## config.mk

```make
export PLATFORM = sky130hd
export DESIGN_NAME = bft_driver_ctrl
export DESIGN_NICKNAME = d
export VERILOG_FILES = /design/src/core/bft_pkg.sv /design/src/core/bft_driver_ctrl.sv
export SDC_FILE = /design/constraint.sdc
export NUM_CORES = 1
export LEC_CHECK = 0
export BUFFER_PORTS_ARGS = -buffer_cell sky130_fd_sc_hd__buf_2
export CAP_MARGIN = 20
export CELL_PAD_IN_SITES_DETAIL_PLACEMENT = 1
export CELL_PAD_IN_SITES_GLOBAL_PLACEMENT = 1
export CORE_ASPECT_RATIO = 1.75
export CORE_UTILIZATION = 40
export CTS_CLUSTER_SIZE = 14
export DETAILED_ROUTE_END_ITERATION = 8
export PLACE_DENSITY_LB_ADDON = 0.1
export SYNTH_ARGS = -nofsm -noshare
export SYNTH_HDL_FRONTEND = slang
export SYNTH_HIERARCHICAL = 1
export SYNTH_SLANG_ARGS = --single-unit
```

## constraint.sdc

```tcl
create_clock -name ref_clk -period 6.6 [get_ports ref_clk]
set_input_delay 0.33 -clock ref_clk [delete_from_list [all_inputs] [get_ports ref_clk]]
set_output_delay 0.33 -clock ref_clk [all_outputs]
set_load 0.01 [all_outputs]
```

## src/core/bft_pkg.sv

```systemverilog
package bft_pkg;

    // ==========================================================
    // Register indices, byte address is four times the index
    // ==========================================================
    localparam logic [5:0] BIT_ALIGN_IDX = 6'h0f;
    localparam logic [5:0] TX_OUT_CTRL_IDX = 6'h11;
    localparam logic [5:0] CARRIER_G_IDX = 6'h12;
    localparam logic [5:0] MOD_G_IDX = 6'h13;

    // ==========================================================
    // Reset values
    // ==========================================================
    localparam logic [7:0] BIT_ALIGN_RST = 8'h00;
    localparam logic [7:0] TX_OUT_CTRL_RST = 8'h58;
    localparam logic [7:0] CARRIER_G_RST = 8'h3f;
    localparam logic [7:0] MOD_G_RST = 8'h3f;

    // ==========================================================
    // Field positions
    // ==========================================================
    localparam int RX_OFS_LSB = 4;
    localparam int FINAL_CNT_LSB = 0;
    localparam int MOD_SEL_LSB = 5;
    localparam int FULL_ASK_BIT = 4;
    localparam int B_INVERT_BIT = 3;
    localparam int B_CW_BIT = 2;
    localparam int B_RF_EN_BIT = 1;
    localparam int A_RF_EN_BIT = 0;
    localparam int COND_LSB = 0;

    localparam logic [3:0] BITS_PER_BYTE = 4'h8;

    typedef enum logic [1:0] {
        MOD_SRC_LOW,
        MOD_SRC_HIGH,
        MOD_SRC_ENCODER,
        MOD_SRC_EXTERNAL
    } bft_mod_src_type;

    typedef struct packed {
        logic [7:0] paddr;
        logic psel;
        logic penable;
        logic pwrite;
        logic [31:0] pwdata;
    } bft_apb_req_type;

    typedef struct packed {
        logic carrier_on;
        logic carrier_invert;
        logic [5:0] conductance;
    } bft_drive_type;

endpackage

```

## src/core/bft_driver_ctrl.sv

```systemverilog
`timescale 1ns/1ps

module bft_driver_ctrl (
    input wire logic ref_clk,
    input wire logic rst_n,
    input wire bft_pkg::bft_apb_req_type apb_req,
    output logic [31:0] prdata,
    output logic pready,
    output logic pslverr,
    input wire logic rx_bit_valid,
    input wire logic rx_bit,
    input wire logic rx_done,
    output logic rx_byte_valid,
    output logic [7:0] rx_byte,
    input wire logic tx_byte_valid,
    input wire logic [7:0] tx_byte,
    input wire logic tx_byte_last,
    output logic tx_byte_ready,
    input wire logic tx_bit_tick,
    output logic tx_done,
    output logic encoder_bit,
    input wire logic external_modulation_input,
    output logic modulator_in,
    output bft_pkg::bft_drive_type antenna_driver_a,
    output bft_pkg::bft_drive_type antenna_driver_b
);

    // ==========================================================
    // State
    // ==========================================================
    typedef struct packed {
        logic [31:0] prdata;
        logic pready;
        logic pslverr;
        logic [7:0] bit_align;
        logic [7:0] tx_ctrl;
        logic [7:0] carrier_g;
        logic [7:0] mod_g;
        logic rx_active;
        logic [2:0] rx_pos;
        logic [7:0] rx_acc;
        logic rx_partial;
        logic rx_byte_valid;
        logic [7:0] rx_byte;
        logic tx_busy;
        logic [7:0] tx_shift;
        logic [3:0] tx_left;
        logic tx_last;
        logic tx_ready;
        logic tx_done;
        logic enc_bit;
        logic mod_in;
        bft_pkg::bft_drive_type drv_a;
        bft_pkg::bft_drive_type drv_b;
    } bft_state_type;

    bft_state_type s_q;
    bft_state_type s_d;

    // ==========================================================
    // Pin synchroniser and antenna driver selection
    // ==========================================================
    logic ext_sync;
    logic [5:0] cw_g;
    logic [5:0] mod_drive_g;
    bft_pkg::bft_drive_type drive_a_d;
    bft_pkg::bft_drive_type drive_b_d;

    // External pin, two stages before use
    bft_sync2 bft_sync2_i (
        .ref_clk(ref_clk),
        .rst_n(rst_n),
        .async_in(external_modulation_input),
        .sync_out(ext_sync)
    );

    assign cw_g = s_q.carrier_g[bft_pkg::COND_LSB +: 6];
    // full ASK drops conductance to zero
    assign mod_drive_g = s_q.tx_ctrl[bft_pkg::FULL_ASK_BIT] ? 6'h00
        : s_q.mod_g[bft_pkg::COND_LSB +: 6];

    // driver A, plain carrier, never inverted
    bft_drive_pick bft_drive_pick_a_i (
        .rf_enable(s_q.tx_ctrl[bft_pkg::A_RF_EN_BIT]),
        .continuous(1'b0),
        .invert(1'b0),
        .modulating(s_q.mod_in),
        .carrier_g(cw_g),
        .mod_g(mod_drive_g),
        .drive(drive_a_d)
    );

    bft_drive_pick bft_drive_pick_b_i (
        .rf_enable(s_q.tx_ctrl[bft_pkg::B_RF_EN_BIT]),
        .continuous(s_q.tx_ctrl[bft_pkg::B_CW_BIT]),
        .invert(~s_q.tx_ctrl[bft_pkg::B_INVERT_BIT]),
        .modulating(s_q.mod_in),
        .carrier_g(cw_g),
        .mod_g(mod_drive_g),
        .drive(drive_b_d)
    );

    // ==========================================================
    // Next state
    // ==========================================================
    always_comb begin
        logic [5:0] idx;
        logic mapped;
        logic access;
        logic [7:0] rdata;
        logic [2:0] pos;
        logic [7:0] acc;
        logic partial;
        logic [2:0] final_cnt;
        bft_pkg::bft_mod_src_type src;

        s_d = s_q;
        idx = apb_req.paddr[7:2];
        access = apb_req.psel & apb_req.penable;
        rdata = 8'h00;
        mapped = 1'b1;
        pos = s_q.rx_pos;
        acc = s_q.rx_acc;
        partial = s_q.rx_partial;
        final_cnt = s_q.bit_align[bft_pkg::FINAL_CNT_LSB +: 3];
        s_d.rx_byte_valid = 1'b0;
        s_d.tx_done = 1'b0;

        // Receive bit packing
        if (rx_bit_valid) begin
            if (!s_q.rx_active) begin
                pos = s_q.bit_align[bft_pkg::RX_OFS_LSB +: 3];
                acc = 8'h00;
            end
            acc[pos] = rx_bit;
            partial = 1'b1;
            s_d.rx_active = 1'b1;
            if (pos == 3'h7) begin
                s_d.rx_byte_valid = 1'b1;
                s_d.rx_byte = acc;
                acc = 8'h00;
                partial = 1'b0;
                pos = 3'h0;
            end else begin
                pos = pos + 3'h1;
            end
        end
        if (rx_done) begin
            // A partial byte is flushed at frame end
            if (partial) begin
                s_d.rx_byte_valid = 1'b1;
                s_d.rx_byte = acc;
            end
            partial = 1'b0;
            acc = 8'h00;
            pos = 3'h0;
            s_d.rx_active = 1'b0;
            s_d.bit_align[bft_pkg::RX_OFS_LSB +: 3] = 3'h0;
        end
        s_d.rx_pos = pos;
        s_d.rx_acc = acc;
        s_d.rx_partial = partial;

        // Transmit serializer, LSB first
        if (s_q.tx_busy && tx_bit_tick) begin
            if (s_q.tx_left == 4'h0) begin
                // Closing tick, so the last bit stands a full bit time
                s_d.tx_busy = 1'b0;
                s_d.enc_bit = 1'b0;
                if (s_q.tx_last) begin
                    s_d.tx_done = 1'b1;
                    s_d.bit_align[bft_pkg::FINAL_CNT_LSB +: 3] = 3'h0;
                end
            end else begin
                s_d.enc_bit = s_q.tx_shift[0];
                s_d.tx_shift = {1'b0, s_q.tx_shift[7:1]};
                s_d.tx_left = s_q.tx_left - 4'h1;
            end
        end else if (!s_q.tx_busy && tx_byte_valid && s_q.tx_ready) begin
            s_d.tx_busy = 1'b1;
            s_d.tx_shift = tx_byte;
            s_d.tx_last = tx_byte_last;
            if (tx_byte_last && final_cnt != 3'h0) begin
                s_d.tx_left = {1'b0, final_cnt};
            end else begin
                s_d.tx_left = bft_pkg::BITS_PER_BYTE;
            end
        end
        s_d.tx_ready = ~s_d.tx_busy;

        // Register bus, one wait state then answer
        case (idx)
            bft_pkg::BIT_ALIGN_IDX: rdata = s_q.bit_align & 8'h77;
            bft_pkg::TX_OUT_CTRL_IDX: rdata = s_q.tx_ctrl;
            bft_pkg::CARRIER_G_IDX: rdata = s_q.carrier_g;
            bft_pkg::MOD_G_IDX: rdata = s_q.mod_g;
            default: mapped = 1'b0;
        endcase
        s_d.pready = access & ~s_q.pready;
        if (access && !s_q.pready) begin
            s_d.prdata = (apb_req.pwrite || !mapped) ? 32'h0000_0000
                                                      : {24'h000000, rdata};
            s_d.pslverr = ~mapped;
        end else begin
            s_d.pslverr = 1'b0;
        end
        // Software write wins over the self-clears above
        if (access && s_q.pready && apb_req.pwrite && mapped) begin
            case (idx)
                bft_pkg::BIT_ALIGN_IDX: begin
                    s_d.bit_align = apb_req.pwdata[7:0] & 8'h77;
                end
                // bit 7 stored as written; software keeps it
                bft_pkg::TX_OUT_CTRL_IDX: s_d.tx_ctrl = apb_req.pwdata[7:0];
                // top bits stored; software keeps them 00
                bft_pkg::CARRIER_G_IDX: s_d.carrier_g = apb_req.pwdata[7:0];
                bft_pkg::MOD_G_IDX: s_d.mod_g = apb_req.pwdata[7:0];
                default: s_d.mod_g = s_q.mod_g;
            endcase
        end

        // Modulator input source
        src = bft_pkg::bft_mod_src_type'(
            s_q.tx_ctrl[bft_pkg::MOD_SEL_LSB +: 2]);
        case (src)
            bft_pkg::MOD_SRC_LOW: s_d.mod_in = 1'b0;
            bft_pkg::MOD_SRC_HIGH: s_d.mod_in = 1'b1;
            bft_pkg::MOD_SRC_ENCODER: s_d.mod_in = s_q.enc_bit;
            bft_pkg::MOD_SRC_EXTERNAL: s_d.mod_in = ext_sync;
            default: s_d.mod_in = 1'b0;
        endcase

        // Driver picks are combinational, registered here
        s_d.drv_a = drive_a_d;
        s_d.drv_b = drive_b_d;
    end

    // ==========================================================
    // Registers
    // ==========================================================
    always_ff @(posedge ref_clk) begin
        if (!rst_n) begin
            s_q <= '0;
            s_q.bit_align <= bft_pkg::BIT_ALIGN_RST;
            s_q.tx_ctrl <= bft_pkg::TX_OUT_CTRL_RST;
            s_q.carrier_g <= bft_pkg::CARRIER_G_RST;
            s_q.mod_g <= bft_pkg::MOD_G_RST;
        end else begin
            s_q <= s_d;
        end
    end

    assign prdata = s_q.prdata;
    assign pready = s_q.pready;
    assign pslverr = s_q.pslverr;
    assign rx_byte_valid = s_q.rx_byte_valid;
    assign rx_byte = s_q.rx_byte;
    assign tx_byte_ready = s_q.tx_ready;
    assign tx_done = s_q.tx_done;
    assign encoder_bit = s_q.enc_bit;
    assign modulator_in = s_q.mod_in;
    assign antenna_driver_a = s_q.drv_a;
    assign antenna_driver_b = s_q.drv_b;

endmodule

// ==========================================================
// Two-stage synchroniser for an asynchronous pin
// ==========================================================
module bft_sync2 (
    input wire logic ref_clk,
    input wire logic rst_n,
    input wire logic async_in,
    output logic sync_out
);

    typedef struct packed {
        logic meta;
        logic sync;
    } bft_sync_state_type;

    bft_sync_state_type s_q;
    bft_sync_state_type s_d;

    // Only the second stage is read, the first may be metastable
    always_comb begin
        s_d.meta = async_in;
        s_d.sync = s_q.meta;
    end

    always_ff @(posedge ref_clk) begin
        if (!rst_n) begin
            s_q <= '0;
        end else begin
            s_q <= s_d;
        end
    end

    assign sync_out = s_q.sync;

endmodule

// ==========================================================
// One antenna driver: carrier gate and conductance pick
// ==========================================================
module bft_drive_pick (
    input wire logic rf_enable,
    input wire logic continuous,
    input wire logic invert,
    input wire logic modulating,
    input wire logic [5:0] carrier_g,
    input wire logic [5:0] mod_g,
    output bft_pkg::bft_drive_type drive
);

    // Carrier conductance unless a live, modulatable carrier pulses
    always_comb begin
        drive.carrier_on = rf_enable;
        drive.carrier_invert = invert;
        if (rf_enable && !continuous && modulating) begin
            drive.conductance = mod_g;
        end else begin
            drive.conductance = carrier_g;
        end
    end

endmodule

```

==> results of run 1 <==
## kinds of logic (layout without fill, tap and decap cells)
family	count (synthesis)	after routing	synth area share (%)
xor gates and xnor gates	1	1	0.181
AOI/OAI and AO/OA	115	115	16.1
DFF	98	98	40.4
other	1	26	0.0773
and+or+nand+nor	180	180	19.4
muxes	46	46	9.82
adders and majority gates	4	4	1.03
buffers and inverters	105	107	12.9
## power groups by stage
stage / sequential (uW) / combinational, uW / clock, uW
2_1_floorplan: 630 / 90.8 / 0
3_3_place_gp: 633 / 105 / 0
3_5_place_dp: 634 / 108 / 0
4_1_cts: 620 / 109 / 591
5_1_grt: 622 / 121 / 617
6_report: 620 / 108 / 578
## state kept, by name (all words and copies together) (netlist names), 6 cells and up
signal            flops
prdata                8
antenna_driver_b      8
s_q                  51
rx_byte               8
cw_g                  6
antenna_driver_a      8
## synthesized netlist by cell type, drive strengths merged (13+ instances only)
| library cell | number |
|---|---|
| inv | 17 |
| and2 | 19 |
| nor2 | 41 |
| a21oi | 16 |
| buf | 66 |
| mux2i | 33 |
| o21ai | 30 |
| clkbuf | 22 |
| nor3 | 15 |
| mux2 | 13 |
| dfxtp | 98 |
| a31oi | 13 |
| nand2 | 54 |
## critical path: stages, from the launching register on
cell and delay (ns):
dfxtp_1 0.77, mux2i_1 0.42, inv_1 0.13, ha_1 0.25, nor2b_1 0.53, nand2b_1 0.34
o32ai_1 0.20
## final cells by class
type	count	area (um^2)	share of cell area [%]
Multi-Input combinational cell	372	2360	44.8
Sequential cell	98	1960	37.3
Timing Repair Buffer	75	380	7.23
Clock buffer	11	253	4.81
Tap cell	135	169	3.21
Clock inverter	4	73.8	1.40
Inverter	17	63.8	1.21
## layer usage
layer / vias up / global-route usage, % / part of all wire (%)
met3: 26 / 3.07 / 2.2
li1: 1889 / - / -
met1: 1909 / 21.3 / 38
met2: 65 / 41.1 / 57
met4: 0 / 10.2 / 3.5
met5: - / 0 / 0
## metrics by stage
step / instances / hold slack [ns] / utilization (%) / total power [uW]
finish: 712 / 0.194 / 44.9 / 1310
global route: 712 / 0.222 / 44.9 / 1360
CTS: 711 / 0.193 / 44.9 / 1320
detailed placement: 696 / 0.431 / 42.1 / 742
global placement: 696 / 0.425 / 42.1 / 738
floorplan: 575 / 0.412 / - / 721
## path summary, 6_finish.rpt
kind | from | endpoint | slack [ns] | cells past startpoint
max reg2reg | s_q[55]$_SDFFE_PP0P_ | s_q[46]$_SDFF_PP0_ | 3.86 | 6
max | s_q[55]$_SDFFE_PP0P_ | s_q[46]$_SDFF_PP0_ | 3.86 | 6
min reg2reg | bft_sync2_i/s_d[0]$_SDFF_PN0_ | bft_sync2_i/sync_out$_SDFF_PN0_ | 0.44 | 1
min | external_modulation_input | bft_sync2_i/s_d[0]$_SDFF_PN0_ | 0.19 | 2
==> impl_metrics.py, run 1 <==
metrics = {
    "drt": {
        "ant_nets": 0,
        "dr.pass1.iters": 4,
        "totalWireLength_um": 12500,
        "drt-initial-drc-count": 134,
        "wl_per_cell_um": 17.6,
        "remaining_drc_errors": 0,
        "vias": 3889,
        "vias_per_cell": 5.46,
    },
    "finish": {
        "fin_nets": 637,
        "drive_gt1_share_pct": 19.1,
        "antenna_cells": 0,
        "mostFrequentLayoutCell": "dfxtp_1",
        "layout-area-overhead-vs-synth_pct": 8.35,
        "final_area_um2": 5260,
        "fillCellCount": 1419,
        "final_cell_mix": "dfxtp_1, buf_2, nand2_1",
    },
    "cts": {
        "clock_tree.root_cell": "clkbuf_16",
        "clk_latency_ns": 0.35,
        "clkTransAtPathRegs_ns": 0.07,
        "holdBufCountCts": 0,
        "cts_tree": "done",
        "cts_sinks": 98,
        "cts_setup_buffers": 0,
        "cts_buffers": 9,
        "h-tree-depth": 3,
        "ctsResizeCount": 0,
        "cts_buffer_depth": 2,
    },
    "pwr": {
        "ir_drop_mv": 0.110,
        "power_switching_share_pct": 23.4,
        "comb_power_share_pct": 8.2,
        "p_leak_uw": 0.00229,
        "p_int_uw": 1000,
        "power_switching_uw": 306,
        "power_density_nw_per_um2": 248,
        "clkPwrFrac_pct": 44.3,
        "sequentialPowerShare_pct": 47.5,
    },
    "sta": {
        "rsz0062_at_grt": "false",
        "finalHoldViolations": 0,
        "setup_violations": 0,
        "fin_crit_sh_pct": 41.4,
        "worst_pin_slew_ns": 0.855,
        "skew_ns": 0.0106,
        "timing.fmax_mhz": 366,
        "fin_setup_tns_ns": 0,
        "slew_headroom_pct": 42.5,
        "period_minus_slack_ns": 2.74,
        "slew_violations": 0,
        "fin_ws_ns": 3.86,
    },
    "synth": {
        "yosys.area.top_type": "dfxtp_1",
        "synth_edf_count": 0,
        "synth_cell_types": 50,
        "yosys_warnings": 6,
        "synth_seq_cells": 98,
        "synth_area_leaders": "dfxtp_1, buf_4, mux2i_1, nand2_1, nor2_1",
        "synth_top_area_share_pct": 40.4,
        "synth.cell_area_um2": 4850,
        "syn_area_per_cell_um2": 8.82,
        "postSynthCellCount": 550,
        "synthArstFlopShare_pct": 0,
        "synth_flop_cell": "dfxtp_1",
        "yosysSeqAreaShare_pct": 40.4,
    },
    "placed_design": {
        "dpl.hpwl_um": 9350,
        "place_area_um2": 4930,
        "io_buffer_count": 72,
        "routabilityCongestion": 0.831,
        "pre_cts_ws_ns": 3.83,
    },
    "floorplan": {
        "core_um2": 11700,
        "dieArea_um2": 12600,
        "die_x_um": 85.3,
        "rows": 52,
        "ios": 123,
        "die_h_um": 148,
        "start_util_pct": 41.4,
    },
    "grt": {
        "grt_max_degree": 60,
        "grt_overflow_total": 0,
        "grtUsageTotal_pct": 21.1,
        "grt_pass1_wl_um": 20500,
        "antenna_found_initial": 0,
        "first_global_vias": 4042,
    },
    "critical_path": {
        "required_ns": 6.85,
        "cp_max_fo": 22,
        "startpoint_type": "flip-flop",
        "arrival_ns": 2.98,
        "crit_type": "flip-flop to flip-flop",
        "end_kind": "flip-flop",
    },
    "job": {
        "max_cap_viol_count": 0,
    },
    "worst_hold_path": {
        "hold_path_class": "input pin to flip-flop",
    },
    "status": {
        "status": "completed",
    },
}
No activity file was read; power rests on OpenSTA's default activity.
==> run 2, diff against run 1 <==
CORE_UTILIZATION = 39   (was 40)
clock period = 2.6 ns   (was 6.6 ns; I/O delays follow)
==> impl_metrics.py, run 2 (synthesis results as in run 1) <==
metrics = {
    "finish": {
        "multi_input_area_um2": 2360,
        "largest_reg_flops": 51,
        "drive_gt1_share_pct": 20.0,
        "fillCellCount": 1467,
        "final_cell_mix": "dfxtp_1, buf_2, nand2_1",
        "regArea_um2": 1960,
        "fin_nets": 645,
        "largest-register": "s_q",
        "layout-area-overhead-vs-synth_pct": 9.80,
        "mostFrequentLayoutCell": "dfxtp_1",
        "antenna_cells": 0,
    },
    "grt": {
        "grtUsageTotal_pct": 20.9,
        "antenna_found_initial": 0,
        "grtUsageMet2_pct": 41.2,
        "met3_usage_pct": 2.87,
        "grt.busiest_layer": "met2",
        "grt_max_degree": 55,
        "grt_overflow_total": 0,
        "grt_pass1_wl_um": 20700,
        "first_global_vias": 3979,
        "gr-usage-met1_pct": 21.7,
    },
    "critical_path": {
        "arrival_ns": 2.41,
        "required_ns": 2.80,
        "r2r-start": "s_q[55]$_SDFFE_PP0P_",
        "startpoint_type": "flip-flop",
        "r2r_end": "rx_byte[6]$_SDFF_PN0_",
        "cp_max_fo": 9,
        "reg2regPathDepth": 8,
        "crit_type": "flip-flop to flip-flop",
        "r2r_setup_slack_ns": 0.39,
        "end_kind": "flip-flop",
    },
    "floorplan": {
        "die_x_um": 86.3,
        "dieArea_um2": 12900,
        "start_util_pct": 40.2,
        "core_um2": 12100,
        "rows": 53,
        "die_h_um": 150,
        "ios": 123,
    },
    "pwr": {
        "ir_drop_mv": 0.302,
        "power_switching_uw": 794,
        "clkPwrFrac_pct": 41.8,
        "power_switching_share_pct": 24.9,
        "p_int_uw": 2400,
        "p_leak_uw": 0.00231,
        "comb_power_share_pct": 8.9,
        "finalPower_uw": 3190,
        "sequentialPowerShare_pct": 49.2,
        "power_density_nw_per_um2": 599,
    },
    "worst_hold_path": {
        "hold_start": "tx_byte[7]",
        "hold_path_class": "input pin to flip-flop",
        "holdPathStages": 3,
        "min_to": "s_q[32]$_SDFFE_PN0P_",
    },
    "drt": {
        "remaining_drc_errors": 0,
        "drt-initial-drc-count": 119,
        "wl_per_cell_um": 17.0,
        "dr.pass1.iters": 4,
        "ant_nets": 0,
        "totalWireLength_um": 12800,
        "vias": 3883,
        "vias_per_cell": 5.17,
    },
    "cts": {
        "clock_tree.root_cell": "clkbuf_16",
        "cts_buffers": 9,
        "holdBufCountCts": 1,
        "clk_latency_ns": 0.34,
        "cts_sinks": 98,
        "cts_buffer_depth": 2,
        "h-tree-depth": 3,
        "clkTransAtPathRegs_ns": 0.07,
        "cts_setup_buffers": 0,
        "cts_tree": "done",
        "ctsResizeCount": 0,
    },
    "sta": {
        "rsz0062_at_grt": "false",
        "slew_violations": 0,
        "setup_violations": 0,
        "fin_setup_tns_ns": 0,
        "worst_pin_slew_ns": 0.678,
        "fin_crit_sh_pct": 84.9,
        "timing.fmax_mhz": 453,
        "period_minus_slack_ns": 2.21,
        "slew_headroom_pct": 54.6,
        "skew_ns": 0.00640,
        "finalHoldViolations": 0,
    },
    "placed_design": {
        "dpl.hpwl_um": 9600,
        "routabilityCongestion": 0.835,
        "io_buffer_count": 72,
    },
    "status": {
        "status": "completed",
    },
    "job": {
        "max_cap_viol_count": 0,
    },
}
==> run 2: cell count changes in the layout (fill, tap and decap cells not counted), sizes merged <==
cell         previous run  this run
buf                    74        82
clkbuf                 12        10
clkinv                  1         3
bufinv                  2         1
clkinvlp                0         1
dlygate4sd3             0         1
==> run 2: worst max path at each step <==
stage	cells past startpoint	from	slack, ns	end
4_1_cts	8	s_q[55]$_SDFFE_PP0P_	0.40	rx_byte[6]$_SDFF_PN0_
2_1_floorplan	10	s_q[55]$_SDFFE_PP0P_	0.47	rx_byte[0]$_SDFF_PN0_
3_5_place_dp	8	s_q[55]$_SDFFE_PP0P_	0.43	rx_byte[6]$_SDFF_PN0_
6_report	8	s_q[55]$_SDFFE_PP0P_	0.39	rx_byte[6]$_SDFF_PN0_
3_3_place_gp	8	s_q[55]$_SDFFE_PP0P_	0.51	rx_byte[0]$_SDFF_PN0_
5_1_grt	8	s_q[55]$_SDFFE_PP0P_	0.19	rx_byte[6]$_SDFF_PN0_
==> run 2: worst max-delay path, cell delays in order, from the launching register on <==
cell and delay, ns:
dfxtp_1 0.50, nand2b_1 0.19, nand2_1 0.10, ha_1 0.23, ha_1 0.28, o21ai_0 0.24, nand2_1 0.21, o21ai_0 0.24
a221oi_1 0.07
==> run 2: area by class of cell <==
| cell class | instances | share of cell area (%) |
|---|---|---|
| clock inverter | 6 | 1.22 |
| tap | 165 | 3.88 |
| clock buffer | 10 | 4.30 |
| inverter | 17 | 1.20 |
| multi-input combinational | 372 | 44.2 |
| timing repair buffer | 83 | 8.36 |
| sequential | 98 | 36.8 |
==> run 2: metal layers <==
metal,vias to the layer above,wire length (um)
li1,1907,-
met1,1902,5020
met2,55,7250
met3,19,258
met4,0,240
met5,-,0
==> run 2: per-stage QoR <==
stage | setup slack [ns] | utilization [%] | instance area (um^2) | instances | hold WS [ns]
detailed placement | 0.425 | 41.6 | 5020 | 734 | 0.359
CTS | 0.397 | 44.1 | 5330 | 751 | 0.0161
global placement | 0.507 | 41.6 | 5020 | 734 | 0.357
floorplan | 0.468 | - | 4950 | 575 | 0.252
finish | 0.393 | 44.1 | 5330 | 751 | 0.0256
global route | 0.193 | 44.1 | 5330 | 751 | 0.0289
==> run 2: power by group through the flow <==
| stage | Sequential (uW) | Clock [uW] | Combinational (uW) |
|---|---|---|---|
| 3_5_place_dp | 1610 | 0 | 286 |
| 4_1_cts | 1570 | 1370 | 288 |
| 3_3_place_gp | 1600 | 0 | 279 |
| 6_report | 1570 | 1340 | 285 |
| 2_1_floorplan | 1600 | 0 | 230 |
| 5_1_grt | 1580 | 1430 | 320 |
==> run 3, diff against run 2 <==
CORE_UTILIZATION = 36   (was 39)
clock period = 1.8 ns   (was 2.6 ns; I/O delays follow)
==> impl_metrics.py, run 3 (synthesis results as in run 1) <==
metrics = {
    "finish": {
        "largest-register": "s_q",
        "multi_input_area_um2": 2510,
        "regArea_um2": 1970,
        "fin_nets": 671,
        "mostFrequentLayoutCell": "dfxtp_1",
        "fillCellCount": 1533,
        "drive_gt1_share_pct": 26.8,
        "final_cell_mix": "dfxtp_1, buf_2, nand2_1",
        "antenna_cells": 0,
        "layout-area-overhead-vs-synth_pct": 17.6,
        "largest_reg_flops": 51,
    },
    "cts": {
        "clkTransAtPathRegs_ns": 0.07,
        "cts_buffers": 9,
        "cts_buffer_depth": 2,
        "clock_tree.root_cell": "clkbuf_16",
        "cts_sinks": 98,
        "clk_latency_ns": 0.35,
        "cts_tree": "done",
        "h-tree-depth": 3,
        "cts_setup_buffers": 0,
    },
    "pwr": {
        "power_density_nw_per_um2": 808,
        "sequentialPowerShare_pct": 49.2,
        "comb_power_share_pct": 10.0,
        "p_leak_uw": 0.00246,
        "ir_drop_mv": 0.402,
        "power_switching_share_pct": 26.7,
        "clkPwrFrac_pct": 40.9,
        "power_switching_uw": 1230,
        "finalPower_uw": 4610,
        "p_int_uw": 3380,
    },
    "sta": {
        "skew_ns": 0.00926,
        "slew_violations": 0,
        "finalHoldViolations": 0,
        "setup_violations": 0,
        "rsz0062_at_grt": "true",
        "finalHoldWorstSlack_ns": 0.0182,
        "period_minus_slack_ns": 1.76,
        "timing.fmax_mhz": 567,
        "fin_crit_sh_pct": 98.0,
        "slew_headroom_pct": 43.6,
        "worst_pin_slew_ns": 0.845,
    },
    "floorplan": {
        "die_h_um": 156,
        "start_util_pct": 37.3,
        "core_um2": 13000,
        "rows": 55,
        "ios": 123,
        "dieArea_um2": 14000,
        "die_x_um": 89.8,
    },
    "critical_path": {
        "crit_type": "flip-flop to flip-flop",
        "cpMostUsedCell": "ha_4",
        "critical-path-max-stage-delay_ns": 0.39,
        "end_kind": "flip-flop",
        "cp_max_fo": 7,
        "crit_chain": "nand2b_4 -> nand2_4 -> ha_4 -> ha_4 -> and3b_2 -> a31oi_4 -> o221ai_2 -> a21oi_2",
        "startpoint_type": "flip-flop",
        "arrival_ns": 1.99,
        "slowest_stage": "dfxtp_4",
        "required_ns": 2.02,
    },
    "grt": {
        "grt_pass1_wl_um": 21300,
        "grt_overflow_total": 0,
        "grtUsageTotal_pct": 19.4,
        "grt_max_degree": 38,
        "antenna_found_initial": 0,
        "first_global_vias": 4125,
    },
    "worst_hold_path": {
        "hold_path_class": "input pin to flip-flop",
    },
    "job": {
        "max_cap_viol_count": 0,
    },
    "drt": {
        "ant_nets": 0,
        "wl_per_cell_um": 16.8,
        "drt-initial-drc-count": 90,
        "totalWireLength_um": 13100,
        "dr.pass1.iters": 4,
        "vias_per_cell": 5.09,
        "vias": 3984,
        "remaining_drc_errors": 0,
    },
    "placed_design": {
        "dpl.hpwl_um": 9960,
        "routabilityCongestion": 0.848,
        "io_buffer_count": 72,
    },
    "status": {
        "status": "completed",
    },
}
==> run 3: cell count changes in the layout (fill, tap and decap cells not counted), sizes merged <==
cell / previous run / this run
bufinv: 1 / 0
inv: 18 / 22
dlygate4sd3: 1 / 3
clkbuf: 10 / 9
buf: 82 / 106
clkinv: 3 / 1
==> run 3: path summary, 6_finish.rpt <==
| kind | start | end | slack (ns) | cells after the start |
|---|---|---|---|---|
| min | apb_req[42] | pslverr$_SDFF_PN0_ | 0.02 | 2 |
| min reg2reg | prdata[7]$_SDFFE_PN0P_ | prdata[7]$_SDFFE_PN0P_ | 0.46 | 2 |
| max reg2reg | s_q[55]$_SDFFE_PP0P_ | rx_byte[4]$_SDFF_PN0_ | 0.04 | 8 |
| max | s_q[55]$_SDFFE_PP0P_ | rx_byte[4]$_SDFF_PN0_ | 0.04 | 8 |
==> run 3: repair_timing <==
item                                    CTS  global route
hold endpoints to repair                  3             0
pin swaps                                 2             7
resized for setup                        13            14
hold buffers                              3             0
endpoints found under the setup margin   15            16
==> run 3: stage by stage <==
| stage | setup slack (ns) | utilization [%] | setup TNS, ns | cell area [um^2] | instances |
|---|---|---|---|---|---|
| 2_1_floorplan | 0.00599 | - | 0 | 4990 | 575 |
| 3_3_place_gp | -0.00234 | 40.4 | -0.00268 | 5260 | 764 |
| 3_5_place_dp | -0.130 | 40.4 | -0.389 | 5260 | 764 |
| 4_1_cts | 0.00322 | 43.4 | 0 | 5650 | 783 |
| 5_1_grt | -0.0306 | 43.9 | -0.0700 | 5710 | 783 |
| 6_report | 0.0366 | 43.9 | 0 | 5710 | 783 |
==> run 3: per-layer routing <==
layer / global-route usage (%) / vias up / share of wire, %
li1: - / 1970 / -
met1: 20.0 / 1936 / 38
met2: 38.7 / 59 / 57
met3: 2.83 / 19 / 2.5
met4: 7.73 / 0 / 2.3
met5: 0 / - / 0
==> run 3: layout make-up <==
type / count / area share, %
tap: 171 / 3.75
sequential: 98 / 34.5
timing repair buffer: 109 / 11.8
multi-input combinational: 372 / 43.9
clock inverter: 7 / 1.03
inverter: 17 / 1.12
clock buffer: 9 / 3.95
==> run 3: critical path, delay by kind of cell (launching register included) <==
family,cells,cell delay [ns]
flip-flops,1,0.39
AO/OA/AOI/OAI,3,0.32
AND/OR/NAND/NOR,3,0.58
adder cells (fa/ha/maj),2,0.35
==> run 3: power by group through the flow <==
stage | sequential, uW | combinational (uW) | clock, uW
after floorplan | 2310 | 338 | 0
after global placement | 2310 | 424 | 0
after detailed placement | 2320 | 435 | 0
after CTS | 2270 | 453 | 1950
after global routing | 2270 | 510 | 2030
final | 2270 | 459 | 1890
